<file path="src/design/serial_host_pkg.sv">
// Shared constants and carriers for the serial host controller.
// Assumes a single 125 MHz clock; all timing counts are derived from CLK_HZ.
package serial_host_pkg;

	// ==========================================================
	// Clock and line rates
	localparam int unsigned CLK_HZ = 125_000_000;
	localparam int unsigned OVERSAMPLE = 16;
	localparam int unsigned BAUD_9600 = 9600;
	localparam int unsigned BAUD_19200 = 19200;
	localparam int unsigned BAUD_38400 = 38400;
	localparam int unsigned BAUD_57600 = 57600;
	// Oversample divider, rounded to nearest
	localparam logic [15:0] DIV_9600 =
		16'((CLK_HZ + OVERSAMPLE * BAUD_9600 / 2) / (OVERSAMPLE * BAUD_9600));
	localparam logic [15:0] DIV_19200 =
		16'((CLK_HZ + OVERSAMPLE * BAUD_19200 / 2) / (OVERSAMPLE * BAUD_19200));
	localparam logic [15:0] DIV_38400 =
		16'((CLK_HZ + OVERSAMPLE * BAUD_38400 / 2) / (OVERSAMPLE * BAUD_38400));
	localparam logic [15:0] DIV_57600 =
		16'((CLK_HZ + OVERSAMPLE * BAUD_57600 / 2) / (OVERSAMPLE * BAUD_57600));

	// ==========================================================
	// Rate select codes
	localparam logic [1:0] SEL_9600 = 2'h0;
	localparam logic [1:0] SEL_19200 = 2'h1;
	localparam logic [1:0] SEL_38400 = 2'h2;
	localparam logic [1:0] SEL_57600 = 2'h3;
	localparam logic [1:0] SEL_RESET = SEL_9600;

	// ==========================================================
	// Character format
	localparam int unsigned FRAME_BITS = 10;
	localparam int unsigned DATA_BITS = 7;
	localparam logic [3:0] FRAME_LAST_BIT = 4'(FRAME_BITS - 1);
	localparam logic [3:0] RX_LAST_BIT = 4'(DATA_BITS);
	localparam logic [3:0] OS_LAST = 4'(OVERSAMPLE - 1);
	localparam logic [3:0] OS_HALF = 4'(OVERSAMPLE / 2 - 1);
	localparam logic [9:0] LINE_IDLE = 10'h3FF;
	localparam logic [6:0] CHAR_CR = 7'h0D;
	localparam logic [6:0] CHAR_LF = 7'h0A;
	localparam logic [6:0] CHAR_QMARK = 7'h3F;

	// ==========================================================
	// Message limits and pacing
	localparam logic [7:0] MAX_CHARS = 8'hFF;
	localparam logic [7:0] TERM_CHARS = 8'h02;
	localparam logic [7:0] MAX_USER_CHARS = 8'(MAX_CHARS - TERM_CHARS);
	localparam int unsigned GAP_MS = 50;
	localparam int unsigned GAP_CYCLES_DEF = CLK_HZ / 1000 * GAP_MS;
	localparam int unsigned RESP_TIMEOUT_MS = 1000;
	localparam int unsigned RESP_TIMEOUT_DEF = CLK_HZ / 1000 * RESP_TIMEOUT_MS;
	localparam int unsigned FIFO_DEPTH_DEF = 8;

	// ==========================================================
	// Carriers
	typedef struct packed {
		logic last;
		logic [6:0] ch;
	} txChar_s;

	typedef struct packed {
		logic parityErr;
		logic frameErr;
		logic [6:0] ch;
	} rxChar_s;

endpackage : serial_host_pkg

</file>
<file path="src/design/char_fifo.sv">
// Synchronous FIFO with valid/ready on both sides.
// Assumes one clock and a synchronous active-high reset.
module char_fifo #(
	parameter int unsigned WIDTH = 8,
	parameter int unsigned DEPTH = 8
) (
	input wire logic clk,
	input wire logic srst,
	input wire logic inValid,
	input wire logic [WIDTH-1:0] inData,
	output logic inReady,
	output logic outValid,
	output logic [WIDTH-1:0] outData,
	input wire logic outReady
);

	localparam int unsigned AW = (DEPTH > 1) ? $clog2(DEPTH) : 1;

	generate
		if (DEPTH < 2 || (DEPTH & (DEPTH - 1)) != 0 || WIDTH < 1)
		begin : g_bad
			$error("char_fifo: DEPTH must be a power of two of at least 2");
		end
	endgenerate

	logic [WIDTH-1:0] mem_q [DEPTH];
	logic [AW:0] wrPtr_q, wrPtr_d, rdPtr_q, rdPtr_d;
	logic push, pop;

	assign inReady = (wrPtr_q - rdPtr_q) != (AW + 1)'(DEPTH);
	assign outValid = wrPtr_q != rdPtr_q;
	assign outData = mem_q[rdPtr_q[AW-1:0]];
	assign push = inValid && inReady;
	assign pop = outValid && outReady;

	always_comb
	begin
		wrPtr_d = wrPtr_q + (AW + 1)'(push);
		rdPtr_d = rdPtr_q + (AW + 1)'(pop);
	end

	always_ff @(posedge clk)
	begin
		if (srst)
		begin
			wrPtr_q <= '0;
			rdPtr_q <= '0;
		end
		else
		begin
			wrPtr_q <= wrPtr_d;
			rdPtr_q <= rdPtr_d;
		end
	end

	always_ff @(posedge clk)
	begin
		if (push)
		begin
			mem_q[wrPtr_q[AW-1:0]] <= inData;
		end
	end

endmodule : char_fifo

</file>
<file path="src/design/serial_host_controller.sv">
// Host-side controller for an instrument serial command port.
// Assumes rxd/txd are the line levels (mark = 1) and the user feeds one message at a time.
module serial_host_controller
	import serial_host_pkg::*;
#(
	parameter int unsigned GAP_CYCLES = GAP_CYCLES_DEF,
	parameter int unsigned RESP_TIMEOUT_CYCLES = RESP_TIMEOUT_DEF,
	parameter int unsigned FIFO_DEPTH = FIFO_DEPTH_DEF
) (
	input wire logic clk,
	input wire logic srst,
	input wire logic [1:0] baudSel,
	input wire logic cmdValid,
	input wire txChar_s cmdChar,
	output logic cmdReady,
	input wire logic rxd,
	output logic txd,
	output logic rxValid,
	output rxChar_s rxChar,
	output logic respDone,
	output logic respTimeout,
	output logic overLength,
	output logic busy,
	output logic [1:0] baudActive
);

	generate
		if (GAP_CYCLES < 2 || RESP_TIMEOUT_CYCLES < 2)
		begin : g_bad
			$error("serial_host_controller: gap and timeout need at least 2 cycles");
		end
	endgenerate

	// ==========================================================
	// Message buffer
	txChar_s fifoChar;
	logic fifoValid, fifoPop;

	char_fifo #(
		.WIDTH($bits(txChar_s)),
		.DEPTH(FIFO_DEPTH)
	) u_fifo (
		.clk(clk),
		.srst(srst),
		.inValid(cmdValid),
		.inData(cmdChar),
		.inReady(cmdReady),
		.outValid(fifoValid),
		.outData(fifoChar),
		.outReady(fifoPop)
	);

	// ==========================================================
	// Oversample divider
	logic [15:0] divCnt_q, divCnt_d, divLimit;
	logic osTick;
	logic [1:0] baudSel_q, baudSel_d;

	always_comb
	begin
		case (baudSel_q)
			SEL_9600: divLimit = DIV_9600;
			SEL_19200: divLimit = DIV_19200;
			SEL_38400: divLimit = DIV_38400;
			SEL_57600: divLimit = DIV_57600;
			default: divLimit = DIV_9600;
		endcase
		// Compare with >= so a lower rate limit taken mid-count does not stall the ticks
		osTick = divCnt_q >= divLimit - 16'h0001;
		divCnt_d = osTick ? 16'h0000 : divCnt_q + 16'h0001;
	end

	always_ff @(posedge clk)
	begin
		if (srst)
			divCnt_q <= 16'h0000;
		else
			divCnt_q <= divCnt_d;
	end

	// ==========================================================
	// Transmitter
	logic txLoad;
	logic [6:0] txLoadChar;
	logic [9:0] txShift_q, txShift_d;
	logic [3:0] txOs_q, txOs_d, txBit_q, txBit_d;
	logic txBusy_q, txBusy_d, txDone;

	always_comb
	begin
		txShift_d = txShift_q;
		txOs_d = txOs_q;
		txBit_d = txBit_q;
		txBusy_d = txBusy_q;
		txDone = 1'b0;
		if (!txBusy_q && txLoad)
		begin
			// Stop, odd parity, data LSB first, start
			txShift_d = {1'b1, ~^txLoadChar, txLoadChar, 1'b0};
			txOs_d = 4'h0;
			txBit_d = 4'h0;
			txBusy_d = 1'b1;
		end
		else if (txBusy_q && osTick)
		begin
			txOs_d = txOs_q + 4'h1;
			if (txOs_q == OS_LAST)
			begin
				txShift_d = {1'b1, txShift_q[9:1]};
				txBit_d = txBit_q + 4'h1;
				if (txBit_q == FRAME_LAST_BIT)
				begin
					txBusy_d = 1'b0;
					txDone = 1'b1;
				end
			end
		end
	end

	always_ff @(posedge clk)
	begin
		if (srst)
		begin
			txShift_q <= LINE_IDLE;
			txOs_q <= 4'h0;
			txBit_q <= 4'h0;
			txBusy_q <= 1'b0;
		end
		else
		begin
			txShift_q <= txShift_d;
			txOs_q <= txOs_d;
			txBit_q <= txBit_d;
			txBusy_q <= txBusy_d;
		end
	end

	assign txd = txShift_q[0];

	// ==========================================================
	// Receiver
	typedef enum logic [1:0] {RX_IDLE, RX_START, RX_BITS, RX_STOP} rxState_e;
	rxState_e rxState_q, rxState_d;
	logic rxSync1_q, rxLine_q;
	logic [3:0] rxOs_q, rxOs_d, rxBit_q, rxBit_d;
	logic [7:0] rxShift_q, rxShift_d;
	logic rxValid_q, rxValid_d, rxEnable;
	rxChar_s rxChar_q, rxChar_d;

	always_comb
	begin
		rxState_d = rxState_q;
		rxOs_d = rxOs_q;
		rxBit_d = rxBit_q;
		rxShift_d = rxShift_q;
		rxValid_d = 1'b0;
		rxChar_d = rxChar_q;
		if (osTick)
		begin
			rxOs_d = rxOs_q + 4'h1;
			case (rxState_q)
				RX_IDLE:
				begin
					rxOs_d = 4'h0;
					if (rxEnable && !rxLine_q)
						rxState_d = RX_START;
				end
				RX_START:
				begin
					if (rxOs_q == OS_HALF)
					begin
						// Recheck start at mid-bit, then sample every bit centre
						rxOs_d = 4'h0;
						rxBit_d = 4'h0;
						rxState_d = rxLine_q ? RX_IDLE : RX_BITS;
					end
				end
				RX_BITS:
				begin
					if (rxOs_q == OS_LAST)
					begin
						rxShift_d = {rxLine_q, rxShift_q[7:1]};
						rxBit_d = rxBit_q + 4'h1;
						if (rxBit_q == RX_LAST_BIT)
							rxState_d = RX_STOP;
					end
				end
				RX_STOP:
				begin
					if (rxOs_q == OS_LAST)
					begin
						rxValid_d = 1'b1;
						rxChar_d.ch = rxShift_q[6:0];
						rxChar_d.parityErr = ~^rxShift_q;
						rxChar_d.frameErr = !rxLine_q;
						rxState_d = RX_IDLE;
					end
				end
				default: rxState_d = RX_IDLE;
			endcase
		end
	end

	always_ff @(posedge clk)
	begin
		if (srst)
		begin
			rxSync1_q <= 1'b1;
			rxLine_q <= 1'b1;
			rxState_q <= RX_IDLE;
			rxOs_q <= 4'h0;
			rxBit_q <= 4'h0;
			rxShift_q <= 8'h00;
			rxValid_q <= 1'b0;
			rxChar_q <= '0;
		end
		else
		begin
			rxSync1_q <= rxd;
			rxLine_q <= rxSync1_q;
			rxState_q <= rxState_d;
			rxOs_q <= rxOs_d;
			rxBit_q <= rxBit_d;
			rxShift_q <= rxShift_d;
			rxValid_q <= rxValid_d;
			rxChar_q <= rxChar_d;
		end
	end

	assign rxValid = rxValid_q;
	assign rxChar = rxChar_q;

	// ==========================================================
	// Message sequencer
	typedef enum logic [2:0] {ST_IDLE, ST_DATA, ST_CR, ST_LF, ST_FLUSH, ST_RX, ST_GAP} state_e;
	state_e state_q, state_d;
	logic [7:0] charCount_q, charCount_d;
	logic isQuery_q, isQuery_d, sawCr_q, sawCr_d;
	logic [31:0] waitCnt_q, waitCnt_d;
	logic respDone_q, respDone_d, respTimeout_q, respTimeout_d;
	logic overLength_q, overLength_d;

	assign rxEnable = state_q == ST_RX;

	always_comb
	begin
		state_d = state_q;
		charCount_d = charCount_q;
		isQuery_d = isQuery_q;
		sawCr_d = sawCr_q;
		waitCnt_d = waitCnt_q;
		baudSel_d = baudSel_q;
		respDone_d = 1'b0;
		respTimeout_d = 1'b0;
		overLength_d = 1'b0;
		txLoad = 1'b0;
		txLoadChar = CHAR_CR;
		fifoPop = 1'b0;
		case (state_q)
			ST_IDLE:
			begin
				baudSel_d = baudSel;
				if (fifoValid)
				begin
					state_d = ST_DATA;
					charCount_d = 8'h00;
					isQuery_d = 1'b0;
				end
			end
			ST_DATA:
			begin
				// Semicolon-chained segments pass through in one transmission
				if (fifoValid && !txBusy_q)
				begin
					fifoPop = 1'b1;
					if (charCount_q < MAX_USER_CHARS)
					begin
						txLoad = 1'b1;
						txLoadChar = fifoChar.ch;
						charCount_d = charCount_q + 8'h01;
						if (fifoChar.ch == CHAR_QMARK)
							isQuery_d = 1'b1;
					end
					else
						overLength_d = 1'b1;
					if (fifoChar.last)
						state_d = ST_CR;
				end
			end
			ST_CR:
			begin
				if (!txBusy_q)
				begin
					txLoad = 1'b1;
					txLoadChar = CHAR_CR;
					charCount_d = charCount_q + 8'h01;
					state_d = ST_LF;
				end
			end
			ST_LF:
			begin
				if (!txBusy_q)
				begin
					txLoad = 1'b1;
					txLoadChar = CHAR_LF;
					charCount_d = charCount_q + 8'h01;
					state_d = ST_FLUSH;
				end
			end
			ST_FLUSH:
			begin
				if (!txBusy_q)
				begin
					sawCr_d = 1'b0;
					if (isQuery_q)
					begin
						state_d = ST_RX;
						waitCnt_d = 32'(RESP_TIMEOUT_CYCLES);
					end
					else
					begin
						state_d = ST_GAP;
						waitCnt_d = 32'(GAP_CYCLES);
					end
				end
			end
			ST_RX:
			begin
				waitCnt_d = waitCnt_q - 32'h00000001;
				if (rxValid_q)
				begin
					sawCr_d = rxChar_q.ch == CHAR_CR;
					if (sawCr_q && rxChar_q.ch == CHAR_LF)
					begin
						respDone_d = 1'b1;
						state_d = ST_GAP;
						waitCnt_d = 32'(GAP_CYCLES);
					end
				end
				if (waitCnt_q == 32'h00000001 && state_d == ST_RX)
				begin
					respTimeout_d = 1'b1;
					state_d = ST_GAP;
					waitCnt_d = 32'(GAP_CYCLES);
				end
			end
			ST_GAP:
			begin
				// Silent spacing limits the command rate
				baudSel_d = baudSel;
				waitCnt_d = waitCnt_q - 32'h00000001;
				if (waitCnt_q == 32'h00000001)
					state_d = ST_IDLE;
			end
			default: state_d = ST_IDLE;
		endcase
	end

	always_ff @(posedge clk)
	begin
		if (srst)
		begin
			state_q <= ST_IDLE;
			charCount_q <= 8'h00;
			isQuery_q <= 1'b0;
			sawCr_q <= 1'b0;
			waitCnt_q <= 32'h00000000;
			baudSel_q <= SEL_RESET;
			respDone_q <= 1'b0;
			respTimeout_q <= 1'b0;
			overLength_q <= 1'b0;
		end
		else
		begin
			state_q <= state_d;
			charCount_q <= charCount_d;
			isQuery_q <= isQuery_d;
			sawCr_q <= sawCr_d;
			waitCnt_q <= waitCnt_d;
			baudSel_q <= baudSel_d;
			respDone_q <= respDone_d;
			respTimeout_q <= respTimeout_d;
			overLength_q <= overLength_d;
		end
	end

	assign respDone = respDone_q;
	assign respTimeout = respTimeout_q;
	assign overLength = overLength_q;
	assign busy = state_q != ST_IDLE;
	assign baudActive = baudSel_q;

	// ==========================================================
	// Checks
	logic [31:0] quiet_q;

	always_ff @(posedge clk)
	begin
		if (srst)
			quiet_q <= 32'hFFFFFFFF;
		else if (state_q != ST_GAP && state_q != ST_IDLE)
			quiet_q <= 32'h00000000;
		else if (quiet_q != 32'hFFFFFFFF)
			quiet_q <= quiet_q + 32'h00000001;
	end
endmodule : serial_host_controller

</file>
<file path="config.mk">
export PLATFORM = sky130hd
export DESIGN_NAME = serial_host_controller
export DESIGN_NICKNAME = d
export VERILOG_FILES = /design/src/design/serial_host_pkg.sv /design/src/design/char_fifo.sv /design/src/design/serial_host_controller.sv
export SDC_FILE = /design/constraint.sdc
export NUM_CORES = 1
export LEC_CHECK = 0
export ABC_AREA = 0
export BUFFER_PORTS_ARGS = -buffer_cell sky130_fd_sc_hd__buf_2
export CORE_MARGIN = 8
export CORE_UTILIZATION = 50
export CTS_BUF_LIST = sky130_fd_sc_hd__clkbuf_4
export CTS_CLUSTER_DIAMETER = 200
export DETAILED_ROUTE_END_ITERATION = 12
export PLACE_DENSITY_LB_ADDON = 0.3
export RECOVER_POWER = 50
export SLEW_MARGIN = 20
export SYNTH_ARGS = -nofsm -noshare
export SYNTH_HDL_FRONTEND = slang
export SYNTH_SLANG_ARGS = --single-unit
</file>
<file path="constraint.sdc">
create_clock -name clk -period 9.87 [get_ports clk]
set_input_delay 1.974 -clock clk [delete_from_list [all_inputs] [get_ports clk]]
set_output_delay 1.974 -clock clk [all_outputs]
set_load 0.03 [all_outputs]
</file>
* Word level (Yosys, flattened, before mapping) *
Memory sizes are Yosys's and may differ from the RTL's. A register that Yosys moved wholly into a read port is not among the register bits.
Cells that the tools add are included.

cells by class
  add/subtract/negate cells = 11
  multipliers = 0
  div/mod/pow operators = 0
  $lt $le $gt $ge = 2
  eq/ne operators = 40
  shifts and indexed selects = 0
  muxes and demuxes = 69
  bitwise logic cells = 6
  reductions and logical operators = 44

operator list
  cell                                                                   number
  32-bit 2-to-1 mux                                                      4
  32-bit case mux with 3 select lines                                    1
  16-bit case mux with 4 select lines                                    1
  3-bit 2-to-1 mux                                                       13
  32-bit by 1-bit == test with 1-bit output (second input constant)      1
  8-bit 2-to-1 mux                                                       4
  2-bit != test (second input constant)                                  16
  32-bit by 1-bit subtractor with 32-bit output (second input constant)  1
  27-bit 2-to-1 mux                                                      1
  9-bit 2-to-1 mux                                                       3
  8-bit case mux with 3 select lines                                     1
  1-bit 2-to-1 mux                                                       21
  3-bit case mux with 7 select lines                                     1
  16-bit by 1-bit adder with 16-bit output (second input constant)       1
  4-bit by 1-bit adder with 4-bit output (second input constant)         4
  16-bit >= comparator                                                   1
  4-bit case mux with 2 select lines                                     2
  16-bit by 1-bit subtractor with 16-bit output (second input constant)  1
  7-bit by 4-bit == test with 1-bit output (second input constant)       2
  2-bit 2-to-1 mux                                                       7
  7-bit 2-to-1 mux                                                       2
  7-bit case mux with 2 select lines                                     1
  3-bit == test (second input constant)                                  4
  4-bit == test (second input constant)                                  3
  other kinds (32)                                                       76

word-level totals
  flip-flop bits (word level) = 122
  latch bits = 0
  bits in writable memories = 64
  memory bits (read-only) = 0
  input bits = 14
  output and inout port bits = 18
  memories = 1

memories
  name          depth  width  read ports  clocked after Yosys merged registers in  write ports  line             source
  u_fifo.mem_q  8      8      1           1                                        1            char_fifo.sv:26  logic [WIDTH-1:0] mem_q [DEPTH];

* Longest topological paths before layout *
  word-level depth = 9
  gate-level depth with buffers = 14
  gate-level depth less buffers = 12

* Hierarchy *
Synthesis repeated with hierarchy kept, for this count alone.

second synthesis, totals
  cells, all modules = 889
  area, all modules = 8877.3 um^2

by module, submodules not included
  module                  times used  cells an instance  area each (um^2)  seq. area each (um^2)
  serial_host_controller  1           722                5968.2            2282.2
  char_fifo               1           167                2909.0            2082.0

* Worst setup path before layout *
OpenSTA, ideal clock, no wires.

  kind = flip-flop to output port
  from = reg u_fifo.rdPtr_q[1]
  to = out cmdReady
  arrival = 1.926 ns
  required time = 7.896 ns
  slack = 5.970 ns
  stages on the path, launching flop included = 8
  path buffers = 1
  path through = dfxtp_1 > clkbuf_1 > inv_1 > ha_1 > a21oi_1 > nand2_1 > o32ai_1 > nand3_1

on the way
  cells in the longest elaborated chain, start to end = 2

ends and longest elaborated chain
  what                      line                          source
  start: declaration        char_fifo.sv:27               logic [AW:0] wrPtr_q, wrPtr_d, rdPtr_q, rdPtr_d;
  start signal: assignment  char_fifo.sv:52               rdPtr_q <= rdPtr_d;
  4-bit subtractor          char_fifo.sv:30               assign inReady = (wrPtr_q - rdPtr_q) != (AW + 1)'(DEPTH);
  4-bit != test             char_fifo.sv:30
  end: declaration          serial_host_controller.sv:15  output logic cmdReady,

Every way passes these cells.

==> flow_summary.rst <==
.. list-table::
   :header-rows: 1

   * - Metric
     - Value
   * - DP Wirelength
     - 11.5 mm
   * - CP Class
     - input pin to flop
   * - Mean cell area of the mapped netlist
     - just over 10 sq um
   * - Fin Hold WS
     - 0.440 ns
   * - Power density of the placed cells
     - about 180 mW/mm^2
   * - Clock period minus worst slack
     - 5.70 ns
   * - Final ANT Viol Nets
     - 0
   * - Share of synthesized area occupied by flip-flops and latches
     - 50.9%
   * - Hold/Removal Path Class
     - flop to flop
   * - Minimum setup slack among reg-to-reg paths
     - 6.24 ns
   * - Final slew viol count
     - 72
   * - Number of top-level pins
     - 32
   * - Largest net degree at the start of global routing
     - 72
   * - Static leakage
     - 3.23 nW
   * - TritonCTS clock tree
     - yes
   * - GRT Resource Usage Total
     - 15.8%
   * - Achievable clock frequency
     - roughly 0.18 GHz
   * - CP top delay family
     - buffers and inverters
   * - Horizontal die dimension
     - 147 um
   * - Final instance area
     - 0.00918 sq mm
   * - Status
     - complete, but fails checks
   * - Setup Fix Bufs, Post-CTS
     - 0
   * - Hold path cells
     - 1
   * - EDFF count, synth
     - 64
   * - First-pass GRT wire length
     - 28.0 mm
   * - Clk_lat worst skew
     - ~0.58 ns
   * - Power Total
     - 1.69 mW
   * - Worst relative slew slack
     - -114%
   * - Remaining design rule violation count
     - 0
   * - Data arrival time of the worst path
     - 6.14 ns
   * - Inserted Clock Buffers
     - 17
   * - Antenna violations before repair
     - 1
   * - Clock Tree Buf Depth
     - 2
   * - Max-cap violation count
     - 1
   * - DIE AREA
     - 0.0216 sq mm
   * - Launching element type of the critical path
     - input pin
   * - Placer congestion estimate
     - 0.784
   * - Kind of capture point of the worst setup path
     - flop
   * - Floorplan row count
     - 48
   * - Post-synthesis instance area
     - between 0.008 and 0.009 sq mm
   * - End point of the most critical hold path
     - rxLine_q
   * - Buffers on Ports
     - 31
   * - Max VDD drop
     - 0.116 mV
   * - Post-CTS Hold Buffers
     - 0
   * - Post-Route Setup TNS
     - 0 ns
   * - Count of nets after finishing
     - 913
   * - Worst-path cell chain
     - buf_2 -> clkbuf_1 -> inv_1 -> nand2_1 -> nor2_1
   * - Start point of the worst hold path
     - rxSync1_q
   * - Fraction of final layout cells with drive strength greater than 1
     - under 10%
   * - Cell area after placement
     - between 0.008 and 0.009 sq mm
   * - Worst Path Buf+Inv
     - 3
   * - RSZ-0062 raised after global routing
     - no
   * - Via count of the routed design
     - 6086
   * - Reg2reg path depth
     - 12
   * - Synth Flop Type
     - sky130_fd_sc_hd__dfxtp_1
   * - Initial core utilization
     - 50.3%
   * - Period utilization
     - 57.8%
   * - Library cell contributing the largest single delay on the critical path
     - sky130_fd_sc_hd__clkbuf_1
   * - Final setup violation count
     - 0
   * - Root buffer cell
     - sky130_fd_sc_hd__clkbuf_4
   * - CTS-repair resized insts
     - 0
   * - Number of endpoints with negative hold slack in the final report
     - 0
   * - CTS H-tree lvls
     - 4
   * - Async SR Flop Fraction
     - 0%
   * - Maximum fanout encountered on the critical timing path
     - 71
   * - Chip Height
     - around 150 um
   * - Layout-stage area growth over the synthesis result
     - 7.12%
   * - Iteration count of the initial detailed-routing pass
     - 5
   * - Total wirelength of the detailed-routed design
     - 16.8 mm
   * - Number of global-route vias before repair
     - 5598
   * - Data required time of the critical path
     - around 10 ns
   * - Area of the core
     - 0.0171 sq mm
   * - Number of vias per cell after detailed routing
     - 5.50
   * - Average wire per standard cell
     - 15.2 um
   * - Synth cell types
     - 69
   * - Largest stage delay on the critical path
     - 2.25 ns
   * - Register clock-pin slew on the reported worst setup and hold paths
     - 0.16 ns
   * - Clock sink total
     - 186
   * - Count of synthesis-stage warnings from yosys
     - 0
   * - Global route overflow
     - 0
   * - Pin slew with the least headroom to its limit
     - 3.21 ns
   * - Failing checks
     - max-capacitance violations, max-slew violations
   * - Reg-to-reg endpoint
     - rxBit_q[3]
   * - Worst Clk Skew
     - about 0.037 ns
   * - Cells after synthesis
     - between 800 and 900
   * - Count of state elements after synthesis
     - 186
   * - Start of the worst register-to-register path
     - baudActive[0]
   * - Violation count after the first detailed-routing iteration
     - 327
[cell usage in the layout, fill, tap and decap left out, types with 4 or more instances in the layout]
master / count
sky130_fd_sc_hd__xnor2_1: 32
sky130_fd_sc_hd__xor2_1: 23
sky130_fd_sc_hd__ha_1: 32
sky130_fd_sc_hd__nand2b_1: 8
sky130_fd_sc_hd__inv_1: 27
sky130_fd_sc_hd__inv_8: 4
sky130_fd_sc_hd__clkbuf_1: 23
sky130_fd_sc_hd__a22oi_1: 4
sky130_fd_sc_hd__o21ai_0: 48
sky130_fd_sc_hd__mux4_2: 12
sky130_fd_sc_hd__dfxtp_1: 122
sky130_fd_sc_hd__conb_1: 5
sky130_fd_sc_hd__nor4_1: 9
sky130_fd_sc_hd__nor3_1: 40
sky130_fd_sc_hd__buf_2: 9
sky130_fd_sc_hd__a211oi_1: 4
sky130_fd_sc_hd__nand2_1: 44
sky130_fd_sc_hd__a21oi_1: 63
sky130_fd_sc_hd__mux2i_1: 28
sky130_fd_sc_hd__nand3_1: 38
sky130_fd_sc_hd__o31ai_1: 7
sky130_fd_sc_hd__buf_4: 7
sky130_fd_sc_hd__or3_1: 9
sky130_fd_sc_hd__edfxtp_1: 64
sky130_fd_sc_hd__nor3b_1: 4
sky130_fd_sc_hd__nor2b_1: 9
sky130_fd_sc_hd__clkbuf_4: 18
sky130_fd_sc_hd__nand4_1: 11
sky130_fd_sc_hd__or4_1: 6
sky130_fd_sc_hd__nor2_1: 90
sky130_fd_sc_hd__a31oi_1: 4
sky130_fd_sc_hd__and3_1: 5
sky130_fd_sc_hd__inv_6: 5
[Yosys cell counts, types with 12 or more instances]
library cell	count	area share, %
sky130_fd_sc_hd__dfxtp_1	122	28
sky130_fd_sc_hd__nor2_1	90	3.9
sky130_fd_sc_hd__edfxtp_1	64	22
sky130_fd_sc_hd__a21oi_1	63	3.7
sky130_fd_sc_hd__o21ai_0	48	2.8
sky130_fd_sc_hd__nand2_1	44	1.9
sky130_fd_sc_hd__nor3_1	40	2.3
sky130_fd_sc_hd__nand3_1	38	2.2
sky130_fd_sc_hd__ha_1	32	4.7
sky130_fd_sc_hd__xnor2_1	32	3.3
sky130_fd_sc_hd__mux2i_1	28	3.3
sky130_fd_sc_hd__inv_1	27	1.2
sky130_fd_sc_hd__clkbuf_1	24	1.1
sky130_fd_sc_hd__xor2_1	23	2.3
sky130_fd_sc_hd__mux4_2	12	3.2
[cell families after synthesis]
logic type	after synthesis	synth area share, %
other	1	0.0437
AND/OR/NAND/NOR	304	18.3
buffers and inverters	64	2.99
multiplexers	40	6.42
AO/OA/AOI/OAI	160	11.0
XOR/XNOR	55	5.62
flip-flops	186	50.9
adder cells (fa/ha/maj)	32	4.67
[worst max path at each step]
| stage | start | endpoint | cells past startpoint |
|---|---|---|---|
| 6_report | srst | waitCnt_q[5] | 5 |
| 5_1_grt | srst | waitCnt_q[5] | 5 |
| 4_1_cts | u_fifo.rdPtr_q[1] | cmdReady | 7 |
| 3_5_place_dp | u_fifo.rdPtr_q[1] | cmdReady | 7 |
| 3_3_place_gp | u_fifo.rdPtr_q[1] | cmdReady | 7 |
| 2_1_floorplan | u_fifo.rdPtr_q[1] | cmdReady | 7 |
[flip-flops by register name, summed over array words and instances (netlist names), 8 cells and up, named ones only]
name          flops
txShift_q         9
divCnt_q         16
waitCnt_q        32
rxShift_q         8
charCount_q       8
rxChar            9
u_fifo.mem_q     64
[layer usage]
layer | vias up | wire length (um) | GRT usage [%]
met4 | 0 | 153 | 4.59
met1 | 2871 | 8120 | 21.1
met3 | 12 | 678 | 3.78
met5 | - | 0 | 0
li1 | 3106 | - | -
met2 | 97 | 7860 | 24.9
[metrics by stage]
| step | setup WS [ns] | std cells | utilization (%) |
|---|---|---|---|
| after global placement | 5.88 | 1073 | 52.3 |
| after global routing | 3.84 | 1106 | 53.8 |
| after detailed placement | 5.81 | 1073 | 52.3 |
| after CTS | 5.13 | 1105 | 54.0 |
| after floorplan | 5.97 | 846 | - |
| final | 4.17 | 1106 | 53.8 |
[final cells by class]
type	instances	area, sq um
diodes	1	2.50
repair buffers	39	184
clock inverters	14	148
well taps	225	282
clock buffers	18	135
inverters	27	101
multi-input cells	596	3970
fillers	1539	7870
flip-flops and latches	186	4360
[power by group]
| group | leakage, nW | internal (mW) | switching (mW) | total, mW |
|---|---|---|---|---|
| logic | 1.50 | 0.167 | 0.233 | 0.400 |
| registers | 1.57 | 0.834 | 0.0475 | 0.882 |
| clock network | 0.156 | 0.119 | 0.285 | 0.403 |
| total | 3.23 | 1.12 | 0.565 | 1.69 |
Power figures use the tool's default switching activity.
